## src/design/pcc_pkg.sv

```systemverilog
// Purpose: Shared constants for the loop hold and clamp control block.
// Assumes: Register word index sits in byte address bits [7:2].
// Notes:   Offsets are word indices; byte address is four times the index.
package pcc_pkg;

    // Register word indices
    localparam logic [5:0] IDX_BANDWIDTH = 6'h0d;
    localparam logic [5:0] IDX_LEN_HIGH = 6'h0e;
    localparam logic [5:0] IDX_LEN_LOW = 6'h0f;
    localparam logic [5:0] IDX_PHASE = 6'h10;
    localparam logic [5:0] IDX_HOLD_BEFORE = 6'h11;
    localparam logic [5:0] IDX_HOLD_AFTER = 6'h12;
    localparam logic [5:0] IDX_MISC = 6'h13;
    localparam logic [5:0] IDX_START_HIGH = 6'h14;
    localparam logic [5:0] IDX_START_LOW = 6'h15;
    localparam logic [5:0] IDX_CLAMP_WIDTH = 6'h16;
    localparam logic [5:0] IDX_INPUT_CFG = 6'h05;
    localparam logic [5:0] IDX_BLACK_CFG = 6'h17;
    localparam logic [5:0] IDX_STATUS = 6'h20;

    // Reset values
    localparam logic [7:0] RST_BANDWIDTH = 8'h0e;
    localparam logic [7:0] RST_LEN_HIGH = 8'h03;
    localparam logic [7:0] RST_LEN_LOW = 8'h20;
    localparam logic [7:0] RST_PHASE = 8'h00;
    localparam logic [7:0] RST_HOLD_BEFORE = 8'h08;
    localparam logic [7:0] RST_HOLD_AFTER = 8'h00;
    localparam logic [7:0] RST_MISC = 8'h00;
    localparam logic [7:0] RST_START_HIGH = 8'h00;
    localparam logic [7:0] RST_START_LOW = 8'h00;
    localparam logic [7:0] RST_CLAMP_WIDTH = 8'h10;
    localparam logic [7:0] RST_INPUT_CFG = 8'h00;
    localparam logic [7:0] RST_BLACK_CFG = 8'h00;

    // Field positions
    localparam int CORNER_LSB = 1;
    localparam int PEAK_LSB = 4;
    localparam int MISC_LOCK_FIRST = 0;
    localparam int MISC_LOCK_SECOND = 1;
    localparam int MISC_PIN_OFF = 3;
    localparam int MISC_FN_LSB = 4;
    localparam int MISC_XTAL_HALF = 6;
    localparam int MISC_XTAL_OFF = 7;
    localparam int CFG_CHANNEL = 0;
    localparam int CFG_DC_COUPLED = 1;
    localparam int CFG_HOLD_CLAMP = 5;
    localparam int BLACK_DISABLE = 0;

    // Field masks that make reserved bits read as zero
    localparam logic [7:0] MASK_LEN_HIGH = 8'h3f;
    localparam logic [7:0] MASK_PHASE = 8'h3f;
    localparam logic [7:0] MASK_START_HIGH = 8'h1f;

    // Clamp width below this makes no pulse
    localparam logic [7:0] MIN_CLAMP_WIDTH = 8'h02;

    // Multipurpose pin function codes
    typedef enum logic [1:0] {
        PCC_PIN_INVERT = 2'b00,
        PCC_PIN_CLAMP = 2'b01,
        PCC_PIN_HOLD = 2'b10,
        PCC_PIN_EXTERNAL_PIXEL_CLOCK = 2'b11
    } pcc_pin_fn_e;

    // Bus responses
    localparam logic [1:0] RESP_OKAY = 2'b00;
    localparam logic [1:0] RESP_SLVERR = 2'b10;

    // Timing: longest delay before a written gain or offset is applied when clamp is external
    localparam int CLK_FREQ_HZ = 125000000;
    localparam int APPLY_DELAY_MS = 100;
    localparam int APPLY_DELAY_CYCLES = APPLY_DELAY_MS * (CLK_FREQ_HZ / 1000);

endpackage : pcc_pkg

```

## src/design/pcc_clamp_gen.sv

```systemverilog
// Purpose: Per-line clamp start strobe and clamp pulse generator.
// Assumes: One aclk cycle per pixel; trigger is the line sync trailing edge.
// Notes:   Pixel 0 is the cycle after the trigger is seen.
`timescale 1ns/1ps
module pcc_clamp_gen
    import pcc_pkg::*;
(
    // Clock and reset
    input wire logic aclk,
    input wire logic aresetn,
    // Line timing
    input wire logic line_trigger,
    input wire logic [12:0] start_pixel,
    input wire logic [7:0] clamp_width,
    // Results
    output logic start_strobe,
    output logic clamp_level
);

    typedef struct packed {
        logic run;
        logic [12:0] cnt;
        logic [7:0] wcnt;
        logic strobe;
        logic clamp;
    } pcc_gen_s;

    pcc_gen_s gen_q;
    pcc_gen_s gen_d;

    // Pixel counter from trigger, strobe at start pixel, then width countdown
    always_comb begin
        gen_d = gen_q;
        gen_d.strobe = 1'b0;
        if (line_trigger) begin
            gen_d.run = 1'b1;
            gen_d.cnt = 13'h0000;
        end else if (gen_q.run) begin
            if (gen_q.cnt == start_pixel) begin
                gen_d.run = 1'b0; // Once per line
                gen_d.strobe = 1'b1;
                if (clamp_width >= MIN_CLAMP_WIDTH) begin
                    gen_d.clamp = 1'b1;
                    gen_d.wcnt = clamp_width;
                end
            end else begin
                gen_d.cnt = gen_q.cnt + 13'h0001;
            end
        end
        if (gen_q.clamp) begin
            gen_d.wcnt = gen_q.wcnt - 8'h01;
            if (gen_q.wcnt == 8'h01) begin
                gen_d.clamp = 1'b0; // Width in pixels
            end
        end
    end

    always_ff @(posedge aclk) begin
        if (!aresetn) begin
            gen_q <= '0;
        end else begin
            gen_q <= gen_d;
        end
    end

    assign start_strobe = gen_q.strobe;
    assign clamp_level = gen_q.clamp;

endmodule : pcc_clamp_gen

```

## src/design/pcc_top.sv

```systemverilog
// Purpose: Loop line length, phase, hold interval and clamp control with
//          an AXI4-Lite register slave.
// Assumes: All pins synchronous to aclk; aclk stands in for the pixel clock.
// Notes:   Line syncs and frame sync are active high.
`timescale 1ns/1ps

module pcc_top
    import pcc_pkg::*;
#(
    parameter int APPLY_DELAY = APPLY_DELAY_CYCLES
)
(
    // Clock and reset
    input wire logic aclk,
    input wire logic aresetn,
    // AXI4-Lite write address
    input wire logic [31:0] s_axi_awaddr,
    input wire logic s_axi_awvalid,
    output logic s_axi_awready,
    // AXI4-Lite write data
    input wire logic [31:0] s_axi_wdata,
    input wire logic [3:0] s_axi_wstrb,
    input wire logic s_axi_wvalid,
    output logic s_axi_wready,
    // AXI4-Lite write response
    output logic [1:0] s_axi_bresp,
    output logic s_axi_bvalid,
    input wire logic s_axi_bready,
    // AXI4-Lite read address
    input wire logic [31:0] s_axi_araddr,
    input wire logic s_axi_arvalid,
    output logic s_axi_arready,
    // AXI4-Lite read data
    output logic [31:0] s_axi_rdata,
    output logic [1:0] s_axi_rresp,
    output logic s_axi_rvalid,
    input wire logic s_axi_rready,
    // Sync and pin inputs
    input wire logic first_line_sync_input,
    input wire logic second_line_sync_input,
    input wire logic frame_sync_input,
    input wire logic clock_invert_input,
    input wire logic crystal_clock_input,
    input wire logic gain_offset_written,
    // Analog front end settings
    output logic [2:0] frontend_corner_select,
    output logic [3:0] peaking_code,
    // Pixel clock loop
    output logic [13:0] loop_line_length,
    output logic [5:0] sample_phase_code,
    output logic loop_ref_pulse,
    output logic loop_hold,
    output logic clock_invert_active,
    output logic external_pixel_clock,
    output logic external_pixel_clock_select,
    // Clamp and black level
    output logic clamp_pulse,
    output logic black_level_correction_start,
    output logic offset_update_pulse,
    // Crystal clock
    output logic crystal_clock_output
);

    typedef struct packed {
        // Bus slave
        logic aw_have;
        logic [31:0] aw_addr;
        logic w_have;
        logic [7:0] w_data;
        logic w_lane0;
        logic bvalid;
        logic [1:0] bresp;
        logic rvalid;
        logic [31:0] rdata;
        logic [1:0] rresp;
        // Registers
        logic [7:0] bandwidth;
        logic [7:0] len_high;
        logic [7:0] len_low;
        logic [7:0] phase;
        logic [7:0] hold_before;
        logic [7:0] hold_after;
        logic [7:0] misc;
        logic [7:0] start_high;
        logic [7:0] start_low;
        logic [7:0] clamp_width;
        logic [7:0] input_cfg;
        logic [7:0] black_cfg;
        logic [13:0] len_active;
        // Sync tracking
        logic hs_q;
        logic vs_q;
        logic pin_q;
        logic xtal_q;
        logic [11:0] frame_lines;
        logic [11:0] line_cnt;
        logic [7:0] post_cnt;
        logic hold;
        logic ref_pulse;
        // Clamp and apply
        logic clamp;
        logic blc_start;
        logic offset_load;
        logic pend;
        logic [23:0] tmo;
        // Crystal output
        logic xtal_div;
        logic xtal_out;
    } pcc_state_s;

    pcc_state_s st_q;
    pcc_state_s st_d;

    logic gen_strobe;
    logic gen_clamp;
    logic hs_sel;

    // Rising edge of a level against its previous sample
    function automatic logic rise(input logic prev, input logic cur);
        rise = cur & ~prev;
    endfunction : rise

    // Word index valid only inside the low 256 bytes
    function automatic logic mapped(input logic [31:0] addr);
        logic [5:0] idx;
        idx = addr[7:2];
        mapped = (addr[31:8] == 24'h000000) &&
            ((idx >= IDX_BANDWIDTH && idx <= IDX_BLACK_CFG) ||
             idx == IDX_INPUT_CFG || idx == IDX_STATUS);
    endfunction : mapped

    // Clamp timing runs from the incoming line sync trailing edge
    assign hs_sel = st_q.input_cfg[CFG_CHANNEL] ? second_line_sync_input
                                                : first_line_sync_input;

    pcc_clamp_gen i_pcc_clamp_gen (
        .aclk(aclk),
        .aresetn(aresetn),
        .line_trigger(st_q.hs_q & ~hs_sel),
        .start_pixel({st_q.start_high[4:0], st_q.start_low}),
        .clamp_width(st_q.clamp_width),
        .start_strobe(gen_strobe),
        .clamp_level(gen_clamp)
    );

    // Whole next state
    always_comb begin
        logic aw_now, w_now, wr_lane0, hs_lead, hs_trail, vs_lead, vs_trail;
        logic pin_eff, hold_int, pre_region, gate, int_clamp_mode, clamp_event, tmo_fire;
        logic [31:0] wr_addr;
        logic [7:0] wr_data;
        logic [1:0] pin_fn;
        aw_now = 1'b0;
        w_now = 1'b0;
        wr_addr = 32'h00000000;
        wr_data = 8'h00;
        wr_lane0 = 1'b0;
        hs_lead = 1'b0;
        hs_trail = 1'b0;
        vs_lead = 1'b0;
        vs_trail = 1'b0;
        pin_eff = 1'b0;
        pin_fn = 2'b00;
        hold_int = 1'b0;
        pre_region = 1'b0;
        gate = 1'b0;
        int_clamp_mode = 1'b0;
        clamp_event = 1'b0;
        tmo_fire = 1'b0;
        st_d = st_q;

        // Bus handshake; address and data may arrive in either order
        s_axi_awready = ~st_q.aw_have & ~st_q.bvalid;
        s_axi_wready = ~st_q.w_have & ~st_q.bvalid;
        s_axi_arready = ~st_q.rvalid;
        aw_now = st_q.aw_have | (s_axi_awvalid & s_axi_awready);
        w_now = st_q.w_have | (s_axi_wvalid & s_axi_wready);
        wr_addr = st_q.aw_have ? st_q.aw_addr : s_axi_awaddr;
        wr_data = st_q.w_have ? st_q.w_data : s_axi_wdata[7:0];
        wr_lane0 = st_q.w_have ? st_q.w_lane0 : s_axi_wstrb[0];
        if (s_axi_awvalid && s_axi_awready) begin
            st_d.aw_have = 1'b1;
            st_d.aw_addr = s_axi_awaddr;
        end
        if (s_axi_wvalid && s_axi_wready) begin
            st_d.w_have = 1'b1;
            st_d.w_data = s_axi_wdata[7:0];
            st_d.w_lane0 = s_axi_wstrb[0];
        end
        if (st_q.bvalid && s_axi_bready) begin
            st_d.bvalid = 1'b0;
        end

        // Register write in the cycle both halves are held or arriving
        if (aw_now && w_now) begin
            st_d.aw_have = 1'b0;
            st_d.w_have = 1'b0;
            st_d.bvalid = 1'b1;
            st_d.bresp = mapped(wr_addr) ? RESP_OKAY : RESP_SLVERR;
            if (mapped(wr_addr) && wr_lane0) begin
                case (wr_addr[7:2])
                    IDX_BANDWIDTH: st_d.bandwidth = wr_data;
                    IDX_LEN_HIGH: st_d.len_high = wr_data & MASK_LEN_HIGH;
                    IDX_LEN_LOW: begin
                        st_d.len_low = wr_data;
                        // High byte alone never reaches the loop
                        st_d.len_active = {st_q.len_high[5:0], wr_data};
                    end
                    IDX_PHASE: st_d.phase = wr_data & MASK_PHASE;
                    IDX_HOLD_BEFORE: st_d.hold_before = wr_data;
                    IDX_HOLD_AFTER: st_d.hold_after = wr_data;
                    IDX_MISC: st_d.misc = wr_data;
                    IDX_START_HIGH: st_d.start_high = wr_data & MASK_START_HIGH;
                    IDX_START_LOW: st_d.start_low = wr_data;
                    IDX_CLAMP_WIDTH: st_d.clamp_width = wr_data;
                    IDX_INPUT_CFG: st_d.input_cfg = wr_data;
                    IDX_BLACK_CFG: st_d.black_cfg = wr_data;
                    default: st_d.bandwidth = st_q.bandwidth; // Status is read only
                endcase
            end
        end

        // Register read, answered one cycle after the address is taken
        if (st_q.rvalid && s_axi_rready) begin
            st_d.rvalid = 1'b0;
        end
        if (s_axi_arvalid && s_axi_arready) begin
            st_d.rvalid = 1'b1;
            st_d.rresp = mapped(s_axi_araddr) ? RESP_OKAY : RESP_SLVERR;
            st_d.rdata = 32'h00000000;
            if (mapped(s_axi_araddr)) begin
                case (s_axi_araddr[7:2])
                    IDX_BANDWIDTH: st_d.rdata[7:0] = st_q.bandwidth;
                    IDX_LEN_HIGH: st_d.rdata[7:0] = st_q.len_high;
                    IDX_LEN_LOW: st_d.rdata[7:0] = st_q.len_low;
                    IDX_PHASE: st_d.rdata[7:0] = st_q.phase;
                    IDX_HOLD_BEFORE: st_d.rdata[7:0] = st_q.hold_before;
                    IDX_HOLD_AFTER: st_d.rdata[7:0] = st_q.hold_after;
                    IDX_MISC: st_d.rdata[7:0] = st_q.misc;
                    IDX_START_HIGH: st_d.rdata[7:0] = st_q.start_high;
                    IDX_START_LOW: st_d.rdata[7:0] = st_q.start_low;
                    IDX_CLAMP_WIDTH: st_d.rdata[7:0] = st_q.clamp_width;
                    IDX_INPUT_CFG: st_d.rdata[7:0] = st_q.input_cfg;
                    IDX_BLACK_CFG: st_d.rdata[7:0] = st_q.black_cfg;
                    IDX_STATUS: st_d.rdata[17:0] = {gen_clamp, st_q.hold,
                        st_q.pend, 1'b0, st_q.len_active};
                    default: st_d.rdata = 32'h00000000;
                endcase
            end
        end

        // Sync edges from previous samples
        hs_lead = rise(st_q.hs_q, hs_sel);
        hs_trail = rise(hs_sel, st_q.hs_q);
        vs_lead = rise(st_q.vs_q, frame_sync_input);
        vs_trail = rise(frame_sync_input, st_q.vs_q);
        st_d.hs_q = hs_sel;
        st_d.vs_q = frame_sync_input;

        // Lock edge follows the bit of the selected input
        if (st_q.input_cfg[CFG_CHANNEL]) begin
            st_d.ref_pulse = st_q.misc[MISC_LOCK_SECOND] ? hs_lead : hs_trail;
        end else begin
            st_d.ref_pulse = st_q.misc[MISC_LOCK_FIRST] ? hs_lead : hs_trail;
        end

        // Multipurpose pin, forced low when disabled
        pin_eff = st_q.misc[MISC_PIN_OFF] ? 1'b0 : clock_invert_input;
        pin_fn = st_q.misc[MISC_FN_LSB +: 2];
        st_d.pin_q = pin_eff;

        // Frame length from the last frame lets hold start before frame sync
        if (vs_lead) begin
            st_d.frame_lines = st_q.line_cnt;
            st_d.line_cnt = 12'h000;
        end else if (hs_lead && st_q.line_cnt != 12'hfff) begin
            st_d.line_cnt = st_q.line_cnt + 12'h001;
        end
        pre_region = (st_q.frame_lines != 12'h000) &&
            ({1'b0, st_q.line_cnt} + {5'h00, st_q.hold_before} >=
             {1'b0, st_q.frame_lines});
        if (vs_trail) begin
            st_d.post_cnt = st_q.hold_after;
        end else if (hs_lead && st_q.post_cnt != 8'h00) begin
            st_d.post_cnt = st_q.post_cnt - 8'h01;
        end
        hold_int = pre_region | st_q.vs_q | (st_q.post_cnt != 8'h00);
        // External hold takes the pin and ignores line counts
        st_d.hold = (pin_fn == PCC_PIN_HOLD) ? pin_eff : hold_int;

        // Clamp source and gating
        gate = ~st_q.hold | st_q.input_cfg[CFG_HOLD_CLAMP];
        int_clamp_mode = (pin_fn != PCC_PIN_CLAMP);
        clamp_event = int_clamp_mode ? gen_strobe
                                     : rise(st_q.pin_q, pin_eff);
        st_d.clamp = ~st_q.input_cfg[CFG_DC_COUPLED] & gate &
            (int_clamp_mode ? gen_clamp : st_q.pin_q);
        st_d.blc_start = clamp_event & gate & ~st_q.black_cfg[BLACK_DISABLE];

        // Pending gain or offset write; bounded wait when clamp is external
        tmo_fire = st_q.pend && !int_clamp_mode &&
            (st_q.tmo == 24'(APPLY_DELAY - 1));
        st_d.offset_load = clamp_event | tmo_fire; // Always loads
        if (clamp_event || tmo_fire || !st_q.pend || int_clamp_mode) begin
            st_d.tmo = 24'h000000;
        end else begin
            st_d.tmo = st_q.tmo + 24'h000001;
        end
        // A write in the same cycle as a load keeps its pending flag
        st_d.pend = gain_offset_written | (st_q.pend & ~(clamp_event | tmo_fire));

        // Crystal output: pass, halve or hold low
        st_d.xtal_q = crystal_clock_input;
        if (rise(st_q.xtal_q, crystal_clock_input)) begin
            st_d.xtal_div = ~st_q.xtal_div;
        end
        if (st_q.misc[MISC_XTAL_OFF]) begin
            st_d.xtal_out = 1'b0;
        end else begin
            st_d.xtal_out = st_q.misc[MISC_XTAL_HALF] ? st_q.xtal_div
                                                      : st_q.xtal_q;
        end
    end

    // Single state register
    always_ff @(posedge aclk) begin
        if (!aresetn) begin
            st_q <= '0;
            st_q.bandwidth <= RST_BANDWIDTH;
            st_q.len_high <= RST_LEN_HIGH;
            st_q.len_low <= RST_LEN_LOW;
            st_q.phase <= RST_PHASE;
            st_q.hold_before <= RST_HOLD_BEFORE;
            st_q.hold_after <= RST_HOLD_AFTER;
            st_q.misc <= RST_MISC;
            st_q.start_high <= RST_START_HIGH;
            st_q.start_low <= RST_START_LOW;
            st_q.clamp_width <= RST_CLAMP_WIDTH;
            st_q.input_cfg <= RST_INPUT_CFG;
            st_q.black_cfg <= RST_BLACK_CFG;
            st_q.len_active <= {RST_LEN_HIGH[5:0], RST_LEN_LOW};
        end else begin
            st_q <= st_d;
        end
    end

    // Bus outputs from state
    assign s_axi_bvalid = st_q.bvalid;
    assign s_axi_bresp = st_q.bresp;
    assign s_axi_rvalid = st_q.rvalid;
    assign s_axi_rdata = st_q.rdata;
    assign s_axi_rresp = st_q.rresp;

    // Settings straight from registers
    assign frontend_corner_select = st_q.bandwidth[CORNER_LSB +: 3];
    assign peaking_code = st_q.bandwidth[PEAK_LSB +: 4];
    assign loop_line_length = st_q.len_active;
    assign sample_phase_code = st_q.phase[5:0];

    // Loop and pin functions, all from flops
    assign loop_ref_pulse = st_q.ref_pulse;
    assign loop_hold = st_q.hold;
    assign clock_invert_active = st_q.pin_q &
        (st_q.misc[MISC_FN_LSB +: 2] == PCC_PIN_INVERT);
    assign external_pixel_clock_select =
        (st_q.misc[MISC_FN_LSB +: 2] == PCC_PIN_EXTERNAL_PIXEL_CLOCK);
    assign external_pixel_clock = st_q.pin_q & external_pixel_clock_select;

    // Clamp results and crystal output
    assign clamp_pulse = st_q.clamp;
    assign black_level_correction_start = st_q.blc_start;
    assign offset_update_pulse = st_q.offset_load;
    assign crystal_clock_output = st_q.xtal_out;

endmodule : pcc_top

```

## config.mk

```make
export PLATFORM = sky130hd
export DESIGN_NAME = pcc_top
export DESIGN_NICKNAME = d
export VERILOG_FILES = /design/src/design/pcc_pkg.sv /design/src/design/pcc_clamp_gen.sv /design/src/design/pcc_top.sv
export SDC_FILE = /design/constraint.sdc
export NUM_CORES = 1
export LEC_CHECK = 0
export BUFFER_PORTS_ARGS = -buffer_cell sky130_fd_sc_hd__buf_4
export CAP_MARGIN = 5
export CORE_AREA = 2 2 155 157
export CTS_BUF_LIST = sky130_fd_sc_hd__clkbuf_4
export DETAILED_ROUTE_END_ITERATION = 8
export DIE_AREA = 0 0 157 159
export PLACE_DENSITY = 0.77
export SLEW_MARGIN = 20
export SYNTH_ARGS = -nofsm -noshare
export SYNTH_HDL_FRONTEND = slang
export SYNTH_SLANG_ARGS = --single-unit
```

## constraint.sdc

```tcl
create_clock -name aclk -period 2.8 [get_ports aclk]
set_input_delay 0.56 -clock aclk [delete_from_list [all_inputs] [get_ports aclk]]
set_output_delay 0.56 -clock aclk [all_outputs]
set_load 0.005 [all_outputs]
```

# Yosys cells after proc, flatten, opt, wreduce, memory -nomap -nowiden
# Index checks and enable logic that the tools add are counted.
[op_classes] n_addsub=6 n_lt_le_gt_ge=6 eq_ne=34 n_mux=34 n_bitwise=42 n_reduce_logical=56
[ops] cell="$pmux 8 s13" count=1
[ops] cell="$eq 6x5->1 const B" count=16
[ops] cell="$logic_not 24->1" count=2
[ops] cell="$mux 8" count=5
[ops] cell="$eq 6x4->1 const B" count=6
[ops] cell="$reduce_and 3->1" count=12
[ops] cell="$mux 35" count=1
[ops] cell="$mux 32" count=1
[ops] cell="$mux 10" count=3
[ops] cell="$add 24x1->24 const B" count=1
[ops] cell="$eq 24x24->1 const B" count=1
[ops] cell="$mux 24" count=1
[ops] cell="$mux 18" count=1
[ops] cell="$not 1->1" count=18
[ops] cell="$and 1x1->1" count=17
[ops] cell="$logic_and 1x1->1" count=16
[ops] cell="$mux 1" count=16
[ops] cell="$sub 8x1->8 const B" count=2
[ops] cell="$mux 14" count=1
[ops] cell="$add 12x8->13" count=1
[ops] cell="$add 13x1->13 const B" count=1
[ops] cell="$eq 13x13->1" count=1
[ops] cell="$ge 13x12->1" count=1
[ops] cell="$mux 13" count=1
[ops] cell="24 further kinds" count=52
[totals] register_bits=276 inputBits=113

# Logic depth before layout (Yosys ltp)
# Gate-level depths: netlist of run 1.
[depth] word_depth=8 depth_mapped=15 depth_no_buf=15

# By module
# Synthesis of run 1 repeated with hierarchy kept, for this count alone.
[hier_totals] cells_unflattened=1428 area_unflattened_um2=12409.4
[modules_own_cells] module="pcc_top" n_inst=1 cells_per_inst=1237 area_per_inst_um2=10880.4 seq_area_each_um2=4504.3
[modules_own_cells] module="pcc_clamp_gen" n_inst=1 cells_per_inst=191 area_per_inst_um2=1529.0 seq_area_each_um2=480.5

# Least setup slack after synthesis of run 1
# Ideal clock, no wire load.
[synth_timing] kind="flip-flop to flip-flop" start="register st_q[40] (netlist bit)" end="register st_q (netlist bit loop_hold)" setup_time_ns=0.125 t_arrival_ns=2.652 required_time_ns=2.675 slack_ns=0.023 path_stages_with_launch=14 n_path_buf=0 synth_period_minus_slack_ns=2.777 cell_sequence="dfxtp_1 -> ha_1 -> inv_1 -> fa_1 -> nor2b_1 -> o21ai_0 -> a211o_1 -> a21oi_1 -> nand3_1 -> xnor2_1 -> ha_1 -> a21o_1 -> a211oi_1 -> a31oi_1"
[synth_between] elab_chain_cells=6
[synth_lines] item="from (decl)" line_no="pcc_top.sv:111" source="pcc_state_s st_q;"
[synth_lines] item="from (signal assigned)" line_no="pcc_top.sv:343" source="st_q <= st_d;"
[synth_lines] item="$add 12x8->13" line_no="pcc_top.sv:280" source="({1'b0, st_q.line_cnt} + {5'h00, st_q.hold_before} >="
[synth_lines] item="$ge 13x12->1" line_no="pcc_top.sv:280"
[synth_lines] item="$logic_and 1x1->1" line_no="pcc_top.sv:279" source="pre_region = (st_q.frame_lines != 12'h000) &&"
[synth_lines] item="$or 1x1->1 (2 in series)" line_no="pcc_top.sv:287" source="hold_int = pre_region | st_q.vs_q | (st_q.post_cnt != 8'h00);"
[synth_lines] item="$mux 1" line_no="pcc_top.sv:289" source="st_d.hold = (pin_fn == PCC_PIN_HOLD) ? pin_eff : hold_int;"
# Every way passes these cells.
# A chain may end at the register's enable or synchronous reset.

# Worst setup path in the final report of run 1
# Same ends and word-level chain as after synthesis.

==> qor.csv, run 1 <==
metric,value,unit
end_kind,flip-flop,
root_buffer,clkbuf_4,
area_delta_synth_final,15.7,%
regArea,4990,um2
power_density,550,nW/um2
routed_wl,32400,um
grt_max_degree,69,
fmax,362,MHz
rows,56,
drive_gt1_frac,0.211,
layout.nets,1709,
final_util,0.605,
initial_utilization,0.523,
met2_usage,0.394,
clock_skew,46.8,ps
gr-max-usage-layer,met2,
cts_sinks,249,
synthArstFlopShare,0,
startpoint_type,flip-flop,
syn_area_per_cell,8.40,um2
nFillCells,2068,
grt_overflow,0,
syn_area,12100,um2
ff2ff_path_depth,13,
drc,0,
rr_startpoint,st_q[40],
gp_congestion,0.891,
slew_violations,0,
dieHeight,159,um
cp.arrival,3290,ps
rsz0062_at_grt,yes,
cts_tree,built,
io_pins,190,
finalSetupTns,0,ps
synth-edff-count,0,
grt_antenna_before_repair,2,
leakagePower,5.35,nW
drtAntennaViolNets,0,
wl_per_cell,16.9,um
fin_crit_sh,0.986,
avgViaCountPerCell,5.73,
path_depth,13,
clk_latency,680,ps
crit_path_start,st_q[40],
use_met1,0.351,
yosys_warnings,0,
grtUsageMet3,0.0602,
outcome,"complete, no violations",
hold_buffers,0,
slew_headroom,0.418,
multiInputGateArea,6250,um2
hp-class,in2reg,
endpoint,loop_hold,
ys_ff_latch,249,
crit_type,reg2reg,
core,23200,um2
synth_ff_type,dfxtp_1,
syn_inst,1443,
layout_commonest_cell,dfxtp_1,
grt_pass1_wl,52100,um
dieArea,25000,um2
dp_hpwl,23400,um
final_cell_mix,"dfxtp_1 (247), buf_4 (185), nand2_1 (170), nand3_1 (119), nor2_1 (109)",
path_buf_inv,1,
gr-usage-all-layers,0.258,
finalSetupViolations,0,
drt_iter0_markers,940,
ctsHtreeMaxLevel,3,
worstMarginPinSlew,871,ps
hold_viol,0,
ir_worst_vdd,383,uV
routed-via-count,11000,
r2r_end,loop_hold,
cts.clk_slew.worst_paths,60,ps
grt_pass1_vias,10400,
hold_depth,2,
required,3330,ps
drv_cap,0,
dr.pass1.iters,6,
crit_chain,"ha_4, inv_2, fa_2, nor2b_1, o21ai_1, a211o_1, a21oi_2, nand3_1, xnor2_1, ha_1, a21o_1, a211oi_2, a31oi_1",
io_buffers,141,
slowest_stage,dfxtp_2,
clockBufferDepth,3,
ys_seq_area_frac,0.411,
period_needed,2760,ps
r2r_slack,40,ps
max_stage_delay,360,ps
cts_buffers,67,
cp_max_fo,2,
crit_family,compound AO/OA/AOI/OAI gates,
die_w,157,um
synth_cell_types,81,
## synthesized netlist by cell type (all sizes together), types with 30 or more instances
cell type / instances / share of area
nor2: 110 / 0.034
nand3: 119 / 0.049
dfxtp: 249 / 0.41
o21ai: 112 / 0.048
mux2i: 34 / 0.028
a21oi: 72 / 0.030
xnor2: 34 / 0.025
clkbuf: 49 / 0.015
inv: 41 / 0.013
nand2: 170 / 0.053
xor2: 30 / 0.022
buf: 96 / 0.053
nor3: 34 / 0.015
## flip-flops by register name, summed over array words and instances, names as in the netlist, 3 cells and up
register / cells
st_q: 178
i_pcc_clamp_gen.gen_q: 22
s_axi_rdata: 17
loop_line_length: 7
sample_phase_code: 6
peaking_code: 4
frontend_corner_select: 3
## worst min path at each step
stage | to | slack [ps] | start
floorplan | st_q[2] | 410 | st_q[2]
global placement | st_q[2] | 420 | st_q[2]
detailed placement | st_q[2] | 430 | st_q[2]
CTS | s_axi_rvalid | 40 | s_axi_rready
global route | s_axi_rvalid | 80 | s_axi_rready
finish | s_axi_rvalid | 80 | s_axi_rready
## routing by layer
layer | vias up | share of wire | routed length [um]
met1 | 5145 | 0.43 | 13900
met3 | 73 | 0.098 | 3180
met4 | 0 | 0.027 | 884
met2 | 478 | 0.45 | 14500
met5 | - | 0 | 0
li1 | 5321 | - | -
## cells by family after synthesis
family | count (synthesis) | share of synthesized area
and+or+nand+nor | 566 | 0.228
AOI/OAI and AO/OA | 299 | 0.156
DFF | 249 | 0.411
buffers and inverters | 187 | 0.0814
xor gates and xnor gates | 64 | 0.0462
muxes | 50 | 0.0488
adders and majority gates | 27 | 0.0285
other | 1 | 0.000309
## area by class of cell
cell class,instances,share of cell area
repair buffers,186,0.100
clock inverters,9,0.00812
inverters,42,0.0112
multi-input cells,1023,0.446
clock buffers,94,0.0503
flip-flops and latches,249,0.356
diodes,1,0.000178
well taps,319,0.0285
## report_power, final
group	switching [mW]	internal, mW
logic	0.447	0.322
clock network	1.43	1.80
registers	0.0867	3.64
## repair_timing
action                                  in CTS  in global routing
gates resized for setup                      5                  6
pin swaps                                    2                 13
buffers inserted                             0                  1
endpoints found under the setup margin       1                  1
hold endpoints to repair                     0                  0
## metrics by stage
| stage | worst slack, ps | instance area (um2) | total power, mW | hold slack [ps] | std cells |
|---|---|---|---|---|---|
| floorplan | 23.2 | 12200 | 4.27 | 413 | 1459 |
| global route | -117 | 14000 | 8.07 | 78.9 | 1923 |
| detailed placement | -49.2 | 13200 | 4.55 | 432 | 1818 |
| finish | 39.9 | 14000 | 7.72 | 80.1 | 1923 |
| global placement | -5.39 | 13200 | 4.53 | 422 | 1818 |
| CTS | 6.09 | 14000 | 7.77 | 42.1 | 1921 |
Note: power is estimated with default switching activity, not from simulation.
==> run 2: changes to the inputs <==
--- a/config.mk
+++ b/config.mk
@@ -11,8 +11,9 @@
 export CTS_BUF_LIST = sky130_fd_sc_hd__clkbuf_4
 export DETAILED_ROUTE_END_ITERATION = 8
 export DIE_AREA = 0 0 157 159
-export PLACE_DENSITY = 0.77
+export PLACE_DENSITY = 0.79
 export SLEW_MARGIN = 20
 export SYNTH_ARGS = -nofsm -noshare
 export SYNTH_HDL_FRONTEND = slang
+export SYNTH_HIERARCHICAL = 1
 export SYNTH_SLANG_ARGS = --single-unit
==> run 2 against run 1 <==
  * The flow now finishes with violations (design-rule violations)
  * Combinational power rose by 11%
  * Non-clock buffer count fell by 6
  * Synthesized cell count fell by 1.0%
  * Highest routed layer unchanged
  * Count of clock-buffer cells in the layout fell by 1
  * Synthesized area rose by 2.4%
  * Power rose by 0.13%
  * Routed wire length rose by 0.15%
  * Global-route usage fell by 0.18 points
  * Sequential share of layout area fell by 0.83 points
  * First-iteration DRC count rose by 12%
  * Fmax rose by 0.86%
  * Register-to-register slack improved by 20 ps
==> qor.csv, run 2 <==
metric,value,unit,change
final_util,0.619,,+0.0146
dp_hpwl,23400,um,about the same
r2r_end,loop_hold,,
r2r_slack,60,ps,+20 ps
layout.nets,1708,,-0.059%
synth_ff_type,dfxtp_1,,
fin_crit_sh,0.977,,-0.00842
drive_gt1_frac,0.212,,+0.000947
top_layer,met4,,
avgViaCountPerCell,5.68,,-0.93%
layout_commonest_cell,dfxtp_1,,
synth_simple_gate_area_frac,0.221,,-0.00614
startpoint_type,flip-flop,,
drt_iter0_markers,1051,,+12%
synth-xor-area-share,0.0422,,-0.00399
die_w,157,um,unchanged
worstMarginPinSlew,697,ps,-174 ps
outcome,finished with violations,,
dieHeight,159,um,unchanged
cp.arrival,3270,ps,-20 ps
synth_top_area_share,0.402,,-0.00945
synth-edff-count,0,,unchanged
power.total,7.73,mW,+0.13%
syn_area,12400,um2,+2.4%
power_density,538,nW/um2,-2.2%
cts_buffers,68,,+1.5%
wl_met3,2250,um,-29%
dr.pass1.iters,9,,+3
grt_antenna_before_repair,1,,-1
cts_sinks,249,,unchanged
grt_pass1_wl,51900,um,-0.33%
ys_ff_latch,249,,unchanged
grt_max_degree,57,,-17%
end_kind,flip-flop,,
ff2ff_path_depth,13,,unchanged
synth_compound_gate_area_share,0.119,,-0.0373
ctsHtreeMaxLevel,3,,unchanged
gp_congestion,0.899,,+0.88%
crit_top_cell,a21o_1,,
yosys.area.top_type,dfxtp_1,,
muxShareOfSynthArea,0.116,,+0.0669
cts.clk_slew.worst_paths,70,ps,about the same
regMostFlops,st_q,,
slew_headroom,0.533,,+0.115
drtAntennaViolNets,0,,unchanged
grt_overflow,0,,unchanged
routed_wl,32500,um,+0.15%
hold_buffers,0,,unchanged
leakagePower,6.35,nW,+19%
final_cell_mix,"dfxtp_1 (246), nand2_1 (200), buf_4 (179), nor2_1 (141), mux2i_1 (103)",,
synth_fa_ha_area_frac,0.0278,,-0.000655
root_buffer,clkbuf_4,,
worst_slack,63.5,ps,+23.6 ps
period_needed,2740,ps,-23.6 ps
io_buffers,141,,unchanged
synth_top_family_by_area,simple AND/OR/NAND/NOR gates,,
hold_depth,2,,unchanged
synthMostInstantiatedCell,dfxtp_1,,
grt_pass1_vias,10600,,+2.2%
io_pins,190,,unchanged
final_cell_count_no_fill,1930,,+0.36%
initial_utilization,0.535,,+0.0123
syn_inst,1428,,-1.0%
finalSetupViolations,0,,unchanged
rr_startpoint,st_q[138],,
synth_cell_types,76,,-6.2%
slowest_stage,dfxtp_2,,
hold_viol,0,,unchanged
ir_worst_vdd,252,uV,-34%
synthArstFlopShare,0,,unchanged
syn_area_per_cell,8.69,um2,+3.4%
synthTopCellsByArea,"dfxtp_1 (40%), mux2i_1 (8.3%), nand2_1 (6.0%)",,
crit_type,reg2reg,,
max_stage_delay,360,ps,about the same
drc,2,,+2
violations,design-rule violations,,
placed_cells,1814,,-0.22%
cp_max_fo,2,,unchanged
clock_skew,44.8,ps,-2.00 ps
yosys_warnings,6,,+6
rows,56,,unchanged
clk_latency,700,ps,+20 ps
routed-via-count,11000,,-0.57%
slew_violations,0,,unchanged
fmax,365,MHz,+0.86%
synth_common_cells,"dfxtp_1 (249), nand2_1 (200), nor2_1 (141), mux2i_1 (103), a21oi_1 (89)",,
wl_per_cell,16.8,um,-0.21%
hp-class,in2reg,,
gr-usage-all-layers,0.256,,-0.00184
area_delta_synth_final,15.7,%,about the same
wl_met2,15400,um,+6.4%
ys_seq_area_frac,0.402,,-0.00945
drv_cap,0,,unchanged
core,23200,um2,unchanged
clockBufferDepth,3,,unchanged
wl_met1,14000,um,+0.76%
dieArea,25000,um2,unchanged
rsz0062_at_grt,yes,,
crit_chain,"ha_4, inv_2, fa_2, nor2b_1, o21ai_1, a21o_1, a31oi_2, nand3_1, xnor2_1, ha_1, a21o_1, a221oi_2, a31oi_1",,
finalSetupTns,0,ps,unchanged
cts_tree,built,,
largest_reg_flops,178,,unchanged
required,3340,ps,about the same
min-delay-start,s_axi_rready,,
preCtsSetupSlack,-44.6,ps,+4.59 ps
hold-path-endpoint,s_axi_rvalid,,
==> run 2: cell families (layout without fill, tap and decap cells) <==
kind of cell	after synthesis	in the layout
xor gates and xnor gates	59	59
muxes	128	128
buffers and inverters	170	336
DFF	249	249
AOI/OAI and AO/OA	224	224
adders and majority gates	27	27
and+or+nand+nor	570	570
other	1	18
==> run 2: worst max path at each step <==
stage / slack (ps) / to / startpoint / depth (start not counted)
2_1_floorplan: 10 / loop_hold / st_q[40] / 13
3_3_place_gp: 20 / loop_hold / st_q[138] / 14
3_5_place_dp: -40 / loop_hold / st_q[138] / 13
4_1_cts: 0.02 / loop_hold / st_q[40] / 13
5_1_grt: -70 / loop_hold / st_q[138] / 13
6_report: 60 / loop_hold / st_q[138] / 13
==> run 2: report_power, final <==
part	total (mW)	switching [mW]	internal, mW
clock network	3.13	1.50	1.63
logic	0.856	0.497	0.360
registers	3.74	0.0967	3.65
==> run 2: timing repair <==
item                                    CTS  global route
endpoints found under the setup margin    1             1
pin swaps                                 2            12
resized for setup                         5             8
setup buffers                             0             3
==> run 2: per-stage QoR <==
| stage | hold WS, ps | area (um2) |
|---|---|---|
| 2_1_floorplan | 419 | 12500 |
| 3_3_place_gp | 438 | 13500 |
| 3_5_place_dp | 443 | 13500 |
| 4_1_cts | 26.2 | 14300 |
| 5_1_grt | 13.8 | 14400 |
| 6_report | 51.0 | 14400 |
==> run 2: final cells by class <==
class	count	area (um2)
tap	319	399
clock buffer	93	698
fill	1947	8830
multi-input combinational	1025	6630
clock inverter	19	113
antenna	1	2.50
timing repair buffer	180	1360
inverter	44	166
sequential	249	4990
==> run 2: layer usage <==
metal / vias up / global-route usage
met5: - / 0
met4: 0 / 0.105
met3: 68 / 0.0604
met2: 422 / 0.413
met1: 5178 / 0.328
li1: 5286 / -
==> run 2: critical path, delay by kind of cell, from the launching register on <==
family,cells,cell delay [ps]
buf+inv,1,40
fa+ha+maj,3,770
xor+xnor,1,200
flops,1,360
compound gates,6,1010
simple gates,2,230
==> run 3: changes to the inputs <==
--- a/config.mk
+++ b/config.mk
@@ -11,6 +11,7 @@
 export CTS_BUF_LIST = sky130_fd_sc_hd__clkbuf_4
 export DETAILED_ROUTE_END_ITERATION = 8
 export DIE_AREA = 0 0 157 159
+export MAX_ROUTING_LAYER = met4
 export PLACE_DENSITY = 0.79
 export SLEW_MARGIN = 20
 export SYNTH_ARGS = -nofsm -noshare
==> run 3 against run 2 <==
  * The flow now finishes without violations
  * Combinational power is essentially flat
  * Utilization is 0.20 points higher
  * Global-route usage grew 0.38 points
  * Clock skew is 8.0 ps higher
  * Via count shrank 0.34%
  * Count of clock-buffer cells in the layout is 1 higher
  * Sequential power hardly changed
  * Setup slack lost 5.4 ps
  * Die area did not move
  * Sequential share of layout area is 0.11 points lower
  * Worst hold slack better by 32 ps
  * Largest cell class unchanged
==> qor.csv, run 3 (synthesized netlist as in run 2, its figures left out) <==
metric,value,unit,change
cts_buffers,67,,-1.5%
drtAntennaViolNets,0,,unchanged
cts_sinks,249,,unchanged
die_w,157,um,unchanged
grt_max_degree,54,,-5.3%
rows,56,,unchanged
clkPwrFrac,0.417,,+0.012
drive_gt1_frac,0.212,,about the same
final_cell_count_no_fill,1925,,-0.26%
regMostFlops,st_q,,
grtUsageMet3,0.0427,,-0.0177
dr.pass1.iters,6,,-3
clockBufferDepth,3,,unchanged
largest_reg_flops,178,,unchanged
io_buffers,141,,unchanged
avgViaCountPerCell,5.67,,about the same
fmax,365,MHz,-0.20%
cts.clk_slew.worst_paths,70,ps,about the same
rsz0062_at_grt,yes,,
met2_usage,0.403,,-0.00997
grt_overflow,0,,unchanged
use_met1,0.334,,+0.00599
crit_path_start,st_q[46],,
rr_startpoint,st_q[46],,
root_buffer,clkbuf_4,,
drc,0,,-2
fin_crit_sh,0.979,,+0.00192
startpoint_type,flip-flop,,
initial_utilization,0.535,,unchanged
grt_pass1_wl,51200,um,-1.3%
ff2ff_path_depth,11,,-2
finalSetupViolations,0,,unchanged
placed_area,13500,um2,about the same
outcome,"complete, no violations",,
ir_worst_vdd,196,uV,-22%
seqPwrFrac,0.474,,-0.010
drv_cap,0,,unchanged
final_area,14400,um2,+0.32%
cts_tree,built,,
cp_max_fo,6,,+4
grt_antenna_before_repair,2,,+1
drt_iter0_markers,849,,-19%
layout.nets,1706,,-0.12%
area_delta_synth_final,16.1,%,
p_sw_frac,0.263,,-0.00799
placed_cells,1814,,unchanged
ctsHtreeMaxLevel,3,,unchanged
cp.arrival,3310,ps,+40 ps
netSwitchingPower,2.08,mW,-0.81%
dieHeight,159,um,unchanged
routed-via-count,10900,,-0.34%
hp-class,in2reg,,
power.internal,5.82,mW,+3.3%
slew_violations,0,,unchanged
clock_skew,52.8,ps,+8.00 ps
wl_per_cell,16.6,um,-1.2%
io_pins,190,,unchanged
required,3370,ps,+30 ps
pwr-share-comb,0.109,,-0.002
crit_type,reg2reg,,
power_density,548,nW/um2,+1.9%
clk_latency,690,ps,about the same
leakagePower,6.37,nW,+0.32%
endpoint,loop_hold,,
end_kind,flip-flop,,
layout_commonest_cell,dfxtp_1,,
slew_headroom,0.534,,+0.00116
period_needed,2740,ps,+5.36 ps
final_cell_mix,"dfxtp_1 (246), nand2_1 (200), buf_4 (176), nor2_1 (141), mux2i_1 (103)",,
grt_pass1_vias,10300,,-2.8%
worstMarginPinSlew,699,ps,+2.06 ps
gp_congestion,0.907,,+0.88%
core,23200,um2,unchanged
r2r_end,loop_hold,,
gr-max-usage-layer,met2,,
routed_wl,32000,um,-1.4%
gr-usage-all-layers,0.260,,+0.00380
dieArea,25000,um2,unchanged
dp_hpwl,23000,um,-1.4%
hold_viol,0,,unchanged
r2r_slack,60,ps,about the same
[run 3: what timing repair did]
action / 4_1_cts / 5_1_grt
gates resized for setup: 3 / 11
buffers inserted: 0 / 2
hold buffers: 0 / 0
endpoints found under the setup margin: 1 / 1
pin swaps: 2 / 5
[run 3: area by class of cell]
type | instances | area [um2]
Fill cell | 1951 | 8780
Multi-Input combinational cell | 1025 | 6640
Sequential cell | 249 | 4990
Timing Repair Buffer | 179 | 1370
Clock buffer | 94 | 706
Tap cell | 319 | 399
Inverter | 44 | 166
Clock inverter | 14 | 140
Antenna cell | 1 | 2.50
[run 3: how the worst min path moves through the flow]
stage	start	endpoint	slack, ps	depth (start not counted)
4_1_cts	s_axi_rready	s_axi_rvalid	60	2
3_5_place_dp	st_q[216]	st_q[216]	440	2
3_3_place_gp	s_axi_rdata[0]	s_axi_rdata[0]	440	1
6_report	s_axi_rready	s_axi_rvalid	80	2
5_1_grt	s_axi_rready	s_axi_rvalid	60	2
2_1_floorplan	st_q[129]	crystal_clock_output	420	1
[run 3: power by group through the flow]
stage	registers, mW	logic (mW)	clock network [mW]
after floorplan	3.79	0.562	0
after global placement	3.81	0.825	0
after detailed placement	3.82	0.842	0
after CTS	3.74	0.853	3.36
after global routing	3.75	0.937	3.53
final	3.74	0.858	3.30
[run 3: metrics by stage]
step	hold slack [ps]	power, mW	setup TNS [ps]	setup slack (ps)	util
after CTS	61.9	7.95	0	19.2	0.619
after detailed placement	443	4.66	-72.4	-72.4	0.582
after global routing	55.6	8.22	-70.7	-70.7	0.621
final	82.6	7.90	0	58.2	0.621
after floorplan	419	4.35	0	11.0	-
after global placement	438	4.64	-10.7	-10.7	0.582
[run 3: layer usage]
metal	routed length (um)	vias up
met4	941	0
met2	14900	391
met1	14200	5188
li1	-	5273
met5	0	-
met3	1930	65
[run 3: worst max-delay path, stage by stage, from the launching register on]
cell and delay [ps]:
dfxtp_1 450, ha_1 340, or2_2 350, a21oi_2 220, a31oi_4 60, buf_6 140, xor2_1 140, ha_1 190
a21o_1 170, a21o_1 190, a221oi_2 270, a31oi_1 110
